## src/freq_sel_pkg.sv

```systemverilog
package freq_sel_pkg;

  localparam logic [7:0] REG_CTRL = 8'h00;
  localparam logic [7:0] REG_N = 8'h0d;
  localparam logic [7:0] REG_M = 8'h0e;
  localparam logic [7:0] REG_RSV_A = 8'h0f;
  localparam logic [7:0] REG_RSV_B = 8'h10;
  localparam logic [7:0] REG_RSV_C = 8'h11;

  localparam int M_EN_BIT = 7;
  localparam int CTRL_OVR_BIT = 5;
  localparam logic [2:0] RSV_A_RESET = 3'h3;
  localparam logic [3:0] BITS_PER_BYTE = 4'h8;
  localparam logic [31:0] GEAR_CONST_PPM = 32'h02dc_6ee5;

  // Frequencies are held in tenths of a MHz.
  localparam logic [15:0] CPU_TBL [32] = '{
    16'd2000, 16'd1900, 16'd1800, 16'd1700, 16'd1660, 16'd1600, 16'd1500, 16'd1450,
    16'd1400, 16'd1360, 16'd1300, 16'd1240, 16'd672, 16'd1008, 16'd1180, 16'd1344,
    16'd670, 16'd1005, 16'd1150, 16'd1340, 16'd668, 16'd1002, 16'd1100, 16'd1336,
    16'd1050, 16'd900, 16'd850, 16'd780, 16'd666, 16'd1000, 16'd750, 16'd1333};
  localparam logic [15:0] PCI_TBL [32] = '{
    16'd333, 16'd380, 16'd360, 16'd340, 16'd332, 16'd320, 16'd375, 16'd363,
    16'd350, 16'd340, 16'd325, 16'd310, 16'd336, 16'd336, 16'd393, 16'd336,
    16'd335, 16'd335, 16'd383, 16'd335, 16'd334, 16'd334, 16'd367, 16'd334,
    16'd350, 16'd300, 16'd283, 16'd390, 16'd333, 16'd333, 16'd375, 16'd333};

  typedef enum logic [2:0] {ST_IDLE, ST_ADDR, ST_CMD, ST_WR, ST_ACK, ST_RD, ST_MACK} bus_st_t;

  typedef struct packed {
    logic [15:0] cpu_freq;
    logic [15:0] pci_freq;
    logic [31:0] gear;
    logic [4:0] code;
  } freq_sel_t;

  typedef struct packed {
    logic use_prog;
    logic load;
    logic [7:0] n;
    logic [6:0] m;
  } pll_div_t;

endpackage : freq_sel_pkg

```

## src/cpu_freq_program_select.sv

```systemverilog
// What this block does
// - Bit 7 of the M register enables programmable frequency, reset to zero.
// - When enabled, CPU frequency comes from software N and M divider values.
// - When enabled, each write of the M field starts loading the new frequency.
// - Override clear: ratio comes from the latched strap frequency code.
// - Override set: ratio comes from the software frequency select field.
// - Reserved bits have no function; the 0x0f field resets to 3, the others to zero.
// - The 5-bit code decodes to fixed CPU/PCI pairs with one gear constant.
// - Disabled: frequency from straps or select bits per the override.
// - Enabled: the selected code still sets the CPU/PCI pair; the gear constant is fixed.
`timescale 1ns/1ns
`default_nettype none

module cpu_freq_program_select #(
  parameter logic [6:0] SLAVE_ADDR = 7'h5a
) (
  input wire logic ref_clk,
  input wire logic sys_rst,
  input wire logic scl_in,
  input wire logic sda_in,
  output logic sda_out,
  output logic sda_oe,
  input wire logic [4:0] strap_frequency_code,
  output freq_sel_pkg::freq_sel_t freq_sel,
  output freq_sel_pkg::pll_div_t pll_div
);
  import freq_sel_pkg::*;

  typedef struct packed {
    logic scl;
    logic sda;
    bus_st_t st;
    bus_st_t nxt;
    logic [3:0] cnt;
    logic [7:0] sh;
    logic nack;
    logic [7:0] idx;
    logic [7:0] n;
    logic [7:0] m;
    logic [5:0] ctl;
    logic [2:0] rsv_a;
    logic [4:0] strap;
    logic strap_done;
    logic sda_o;
    logic sda_e;
    freq_sel_t fs;
    pll_div_t pd;
  } state_t;

  state_t q, d;
  logic rise, fall, start, stop;
  logic [4:0] code;

  function automatic logic [7:0] read_reg(input state_t s, input logic [7:0] a);
    logic [7:0] r;
    r = 8'h00;
    // Unmapped indexes read as zero, so a block read across a gap still completes.
    if (a == REG_CTRL) begin
      r = {2'h0, s.ctl};
    end else if (a == REG_N) begin
      r = s.n;
    end else if (a == REG_M) begin
      r = s.m;
    end else if (a == REG_RSV_A) begin
      r = {5'h00, s.rsv_a};
    end
    return r;
  endfunction : read_reg

  // Loading the next read byte is shared by the address acknowledge and the host's acknowledge.
  function automatic state_t next_read(input state_t s);
    state_t t;
    t = s;
    t.sh = read_reg(s, s.idx);
    t.idx = s.idx + 8'h01;
    t.sda_e = ~t.sh[7];
    return t;
  endfunction : next_read

  // Override chooses the software code; otherwise the straps latched after reset stand.
  function automatic logic [4:0] pick_code(input logic [5:0] ctl, input logic [4:0] strap);
    return ctl[CTRL_OVR_BIT] ? ctl[4:0] : strap;
  endfunction : pick_code

  always_comb begin
    rise = ~q.scl & scl_in;
    fall = q.scl & ~scl_in;
    start = q.scl & scl_in & q.sda & ~sda_in;
    stop = q.scl & scl_in & ~q.sda & sda_in;
    d = q;
    d.scl = scl_in;
    d.sda = sda_in;
    d.pd.load = 1'b0;
    // Straps are caught once, on the first clock after reset is released.
    if (!q.strap_done) begin
      d.strap = strap_frequency_code;
      d.strap_done = 1'b1;
    end
    if (stop) begin
      d.st = ST_IDLE;
      d.sda_e = 1'b0;
    end else if (start) begin
      d.st = ST_ADDR;
      d.cnt = 4'h0;
      d.sda_e = 1'b0;
    end else begin
      case (q.st)
        ST_IDLE: begin
          d.sda_e = 1'b0;
        end
        ST_ADDR, ST_CMD, ST_WR: begin
          if (rise) begin
            d.sh = {q.sh[6:0], sda_in};
            d.cnt = q.cnt + 4'h1;
          end else if (fall && q.cnt == BITS_PER_BYTE) begin
            d.cnt = 4'h0;
            d.st = ST_ACK;
            d.sda_e = 1'b1;
            if (q.st == ST_ADDR) begin
              // A foreign address gets no acknowledge and is ignored until the next start.
              if (q.sh[7:1] != SLAVE_ADDR) begin
                d.st = ST_IDLE;
                d.sda_e = 1'b0;
              end
              d.nxt = q.sh[0] ? ST_RD : ST_CMD;
            end else if (q.st == ST_CMD) begin
              d.idx = q.sh;
              d.nxt = ST_WR;
            end else begin
              d.nxt = ST_WR;
              d.idx = q.idx + 8'h01;
              if (q.idx == REG_CTRL) begin
                d.ctl = q.sh[5:0];
              end else if (q.idx == REG_N) begin
                d.n = q.sh;
              end else if (q.idx == REG_M) begin
                d.m = q.sh;
                d.pd.load = q.sh[M_EN_BIT];
              end else if (q.idx == REG_RSV_A) begin
                d.rsv_a = q.sh[2:0];
              end
            end
          end
        end
        ST_ACK: begin
          // Sda only moves a clock after scl falls, so it is settled long before the host samples it.
          if (fall) begin
            d.sda_e = 1'b0;
            d.st = q.nxt;
            if (q.nxt == ST_RD) begin
              d = next_read(d);
            end
          end
        end
        ST_RD: begin
          if (fall) begin
            d.cnt = q.cnt + 4'h1;
            // The eighth fall hands sda back for the host's acknowledge.
            if (d.cnt == BITS_PER_BYTE) begin
              d.sda_e = 1'b0;
              d.st = ST_MACK;
            end else begin
              d.sh = {q.sh[6:0], 1'b0};
              d.sda_e = ~q.sh[6];
            end
          end
        end
        ST_MACK: begin
          if (rise) begin
            d.nack = sda_in;
          end else if (fall) begin
            d.cnt = 4'h0;
            if (q.nack) begin
              d.st = ST_IDLE;
            end else begin
              d.st = ST_RD;
              d = next_read(d);
            end
          end
        end
        default: begin
          d.st = ST_IDLE;
        end
      endcase
    end
    code = pick_code(q.ctl, q.strap);
    d.fs.code = code;
    d.fs.cpu_freq = CPU_TBL[code];
    d.fs.pci_freq = PCI_TBL[code];
    d.fs.gear = GEAR_CONST_PPM;
    d.pd.use_prog = q.m[M_EN_BIT];
    // The PLL dividers move together only on an M write, so a lone N write never glitches the clock.
    if (q.pd.load) begin
      d.pd.n = q.n;
      d.pd.m = q.m[6:0];
    end
  end

  always_ff @(posedge ref_clk or posedge sys_rst) begin
    if (sys_rst) begin
      q <= '0;
      q.scl <= 1'b1;
      q.sda <= 1'b1;
      q.st <= ST_IDLE;
      q.nxt <= ST_IDLE;
      q.rsv_a <= RSV_A_RESET;
    end else begin
      q <= d;
    end
  end

  assign sda_out = q.sda_o;
  assign sda_oe = q.sda_e;
  assign freq_sel = q.fs;
  assign pll_div = q.pd;

endmodule : cpu_freq_program_select

`default_nettype wire

```

## config.mk

```make
export PLATFORM = sky130hd
export DESIGN_NAME = cpu_freq_program_select
export DESIGN_NICKNAME = d
export VERILOG_FILES = /design/src/freq_sel_pkg.sv /design/src/cpu_freq_program_select.sv
export SDC_FILE = /design/constraint.sdc
export NUM_CORES = 1
export LEC_CHECK = 0
export ABC_AREA = 0
export BUFFER_PORTS_ARGS = -buffer_cell sky130_fd_sc_hd__buf_2
export CAP_MARGIN = 25
export CORE_ASPECT_RATIO = 0.5
export CORE_MARGIN = 3
export CORE_UTILIZATION = 52
export CTS_CLUSTER_DIAMETER = 150
export DETAILED_ROUTE_END_ITERATION = 8
export PLACE_DENSITY_LB_ADDON = 0.2
export SYNTH_ARGS = -nofsm -noshare
export SYNTH_HDL_FRONTEND = slang
export SYNTH_SLANG_ARGS = --single-unit
```

## constraint.sdc

```tcl
create_clock -name ref_clk -period 3.35 [get_ports ref_clk]
set_clock_uncertainty 0.05 [all_clocks]
set_input_delay 0.67 -clock ref_clk [delete_from_list [all_inputs] [get_ports ref_clk]]
set_output_delay 0.67 -clock ref_clk [all_outputs]
set_load 0.005 [all_outputs]
```

==> impl_results.md <==
* Sw frac at 0.289
* Most common library cells after synthesis: dfrtp_1, buf_4, nand2_1
* Power per cell area at around 480 nW/µm²
* Synth Area per Inst at 9.79 µm²
* Max Clk Rate at 0.402 GHz
* Layout Nets at approximately 670
* Sw Pwr at around 0.0009 W
* Slew Viols, Final at 0
* Worst path max stage delay at about 580 ps
* Antenna Cells at 0
* Most common cell in the netlist: dfrtp_1
* Main combinational cell family by area after synthesis: compound AO/OA/AOI/OAI gates
* IO Port Bufs at 67
* Status: complete, no violations
* Top FF cell, synth: dfrtp_1
* Biggest area consumer among synthesized cells: dfrtp_1
* DR vias/cell at about 5.7
* Ratio of cells with drive above 1 in the final layout at 0.257
* Die area at 13600 µm²
* Crit Path Max Fanout at 12
* Synth cell types at 80
* H-tree depth at 3
* Post-route clock period utilization at 0.743
* Count of maximum capacitance violations at 0
* Dpl ws at 616 ps
* Length in cells of the worst reg-to-reg path at 6
* Clk_lat worst skew at between 300 and 400 ps
* Reg2reg start: q[147]$_DFF_PP1_
* Met3 Use GR at 0.0461
* Crit Path Category: reg -> reg
* Yosys top cell area share at 0.387
* Internal at 0.00223 W
* Synthesized-area fraction occupied by adder cells at 0.0356
* Synthesized cell area at about 6300 µm²
* Synth-to-Final Area Change at 4.17%
* GR Layer Usage met1 at 0.287
* Initial DRC Count at 371
* Post-CTS setup buffer count at 0
* VDD IR max at approximately 0.22 mV
* Post-Synth Simple-Gate Area at 0.136
* Slew margin rel. at 0.466
* CP Launch Type: register
* Worst Path Arrival at 2670 ps
* Crit path to: q[105]$_DFFE_PP0P_
* Dpl hpwl at a little under 10000 µm
* Antenna violations before repair at 0
* Critical path's slowest cell: or4_4
* RSZ-0062 raised after global routing: no
* Synthesized instance count at between 600 and 700
* IO Pins at 97
* Final Setup Violations at 0
* Clock share of power at 0.367
* Met2 Track Usage GR at 0.336
* Hold Crit Class: reg -> reg
* Wirelength per Cell at around 17 µm
* Synth Register Bits at just over 100
* Largest net degree at the start of global routing at 103
* DRC viols at 0
* GR peak layer: met2
* Root buffer cell: clkbuf_16
* WL final at about 14000 µm
* CP Cell Sequence: inv_1, ha_1, and4bb_2, o2111ai_4, or4_4, mux2_4
* Sink Count at 102
* Clk slew on worst S/H paths at roughly 70 ps
* Drt pass-1 iters at 5
* Die X at 162 µm
* Combinational fraction of design power at 0.177
* Ys async rst share at 1.00
* TritonCTS Buffers at 9
* Reg2Reg Setup Slack at between 800 and 900 ps
* Final TNS setup at 0 ps
* Die height at between 80 and 90 µm
* Lkg Pwr at about 3 nW
* Row count at 27
* Hold Crit Start: d[16]$_DFFE_PP0P_
* Final Critical Period at between 2000 and 2500 ps
* Setup WS post-layout at ~860 ps
* GPL Wtd Cong at between 0.8 and 0.9
* Slew @ Worst Pin at around 800 ps
* Final Hold Vio Count at 0
* FF-to-FF End: q[105]$_DFFE_PP0P_
* Dominant cells by area after synthesis: dfrtp_1, buf_4, mux2_2
* Share of power burned in registers at 0.456
* Clock Tree Buf Depth at 2
* Post-DRT Antenna Nets at 0
* Vias in the first global route at 4495
* CP startpoint: q[147]$_DFF_PP1_
* Grt total ovfl at 0
* Critical path endpoint category: register
* CTS tree: yes
* Starting Density at 0.555
* Post-synthesis sequential area ratio at 0.404
* Global-route wire length before repair at about 23000 µm
* Critical Path RT at roughly 3500 ps
* Vias at 4602
* PostCTS Resize Cnt at 0
* EDFF count, synth at 0
* Synth warnings at 0
* GRT Overall Usage at 0.207
* Layout fillers at 1040
* Compound-cell area share of the yosys netlist at 0.166
* CTS Hold Buffers Added at 0
* Xor and xnor area share after synthesis at 0.00395
* Placeable core region at around 11000 µm²
* Post-synthesis mux area share at 0.116
## per-layer routing
layer | share of wire | up-vias
met5 | 0 | -
met4 | 0.012 | 0
met3 | 0.063 | 19
met2 | 0.47 | 150
met1 | 0.45 | 2260
li1 | - | 2173
## worst min-delay path by stage
stage	slack [ps]	to	cells past startpoint
floorplan	320	pll_div[16]$_DFF_PP0_	0
finish	370	pll_div[16]$_DFF_PP0_	0
global placement	350	pll_div[16]$_DFF_PP0_	0
detailed placement	360	pll_div[16]$_DFF_PP0_	0
CTS	370	pll_div[16]$_DFF_PP0_	0
global route	400	q[147]$_DFF_PP1_	1
## cell families after synthesis
group                      count (synthesis)
adders and majority gates                 18
DFF                                      102
AOI/OAI and AO/OA                        158
other                                      2
muxes                                     61
xor gates and xnor gates                   2
and+or+nand+nor                          167
buffers and inverters                    137
## power groups by stage
| stage | Combinational [W] | Sequential, W | Clock, W |
|---|---|---|---|
| 2_1_floorplan | 0.000497 | 0.00140 | 0 |
| 3_3_place_gp | 0.000545 | 0.00145 | 0 |
| 3_5_place_dp | 0.000551 | 0.00145 | 0 |
| 4_1_cts | 0.000558 | 0.00143 | 0.00117 |
| 5_1_grt | 0.000622 | 0.00145 | 0.00123 |
| 6_report | 0.000556 | 0.00143 | 0.00115 |
## stage by stage
step                hold slack [ps]  area [µm²]  utilization  power, W  std cells
floorplan                       325        6440            -   0.00190        675
global placement                353        6260        0.549   0.00200        794
detailed placement              356        6260        0.549   0.00200        794
CTS                             372        6600        0.578   0.00316        810
global route                    396        6600        0.578   0.00330        810
finish                          369        6600        0.578   0.00314        810
## state kept, by name, indices dropped and copies added (netlist names)
register	flops
d	1
sda_oe	1
q	59
pll_div	17
freq_sel	24
## worst max-delay path: cells and delay by family, from the launching register on
| family | cells | cell delay, ps |
|---|---|---|
| AOI/OAI and AO/OA | 1 | 210 |
| and+or+nand+nor | 2 | 950 |
| buffers and inverters | 1 | 40 |
| adders and majority gates | 1 | 250 |
| DFF | 1 | 550 |
| muxes | 1 | 330 |
## cell type report
cell class              instances  area (µm²)  share of cell area
clock buffers                  11         243              0.0368
well taps                     159         199              0.0302
inverters                      21        82.6              0.0125
multi-input cells             436        3010               0.456
flip-flops and latches        102        2560               0.388
clock inverters                 5        88.8              0.0135
repair buffers                 76         415              0.0630
## cell usage in the layout (no fill, tap or decap), drive strengths merged, types with 3 or more instances in the layout
cell     count
o22ai        7
nor4         4
o21bai       4
a211oi       5
o31ai        4
nand2       69
and3         4
dfrtp       98
nand3       16
a21oi       42
inv         21
ha          18
nand2b      11
mux2i       10
o2bb2ai      4
nor3         9
o211ai       7
o221ai       4
nor2        26
a31oi        3
o21ai       41
buf         76
dfstp        4
a21o         4
and2         7
clkbuf      11
conb        30
nand3b       5
mux2        49
o21a         4
Note: power is estimated with default switching activity, not from simulation.
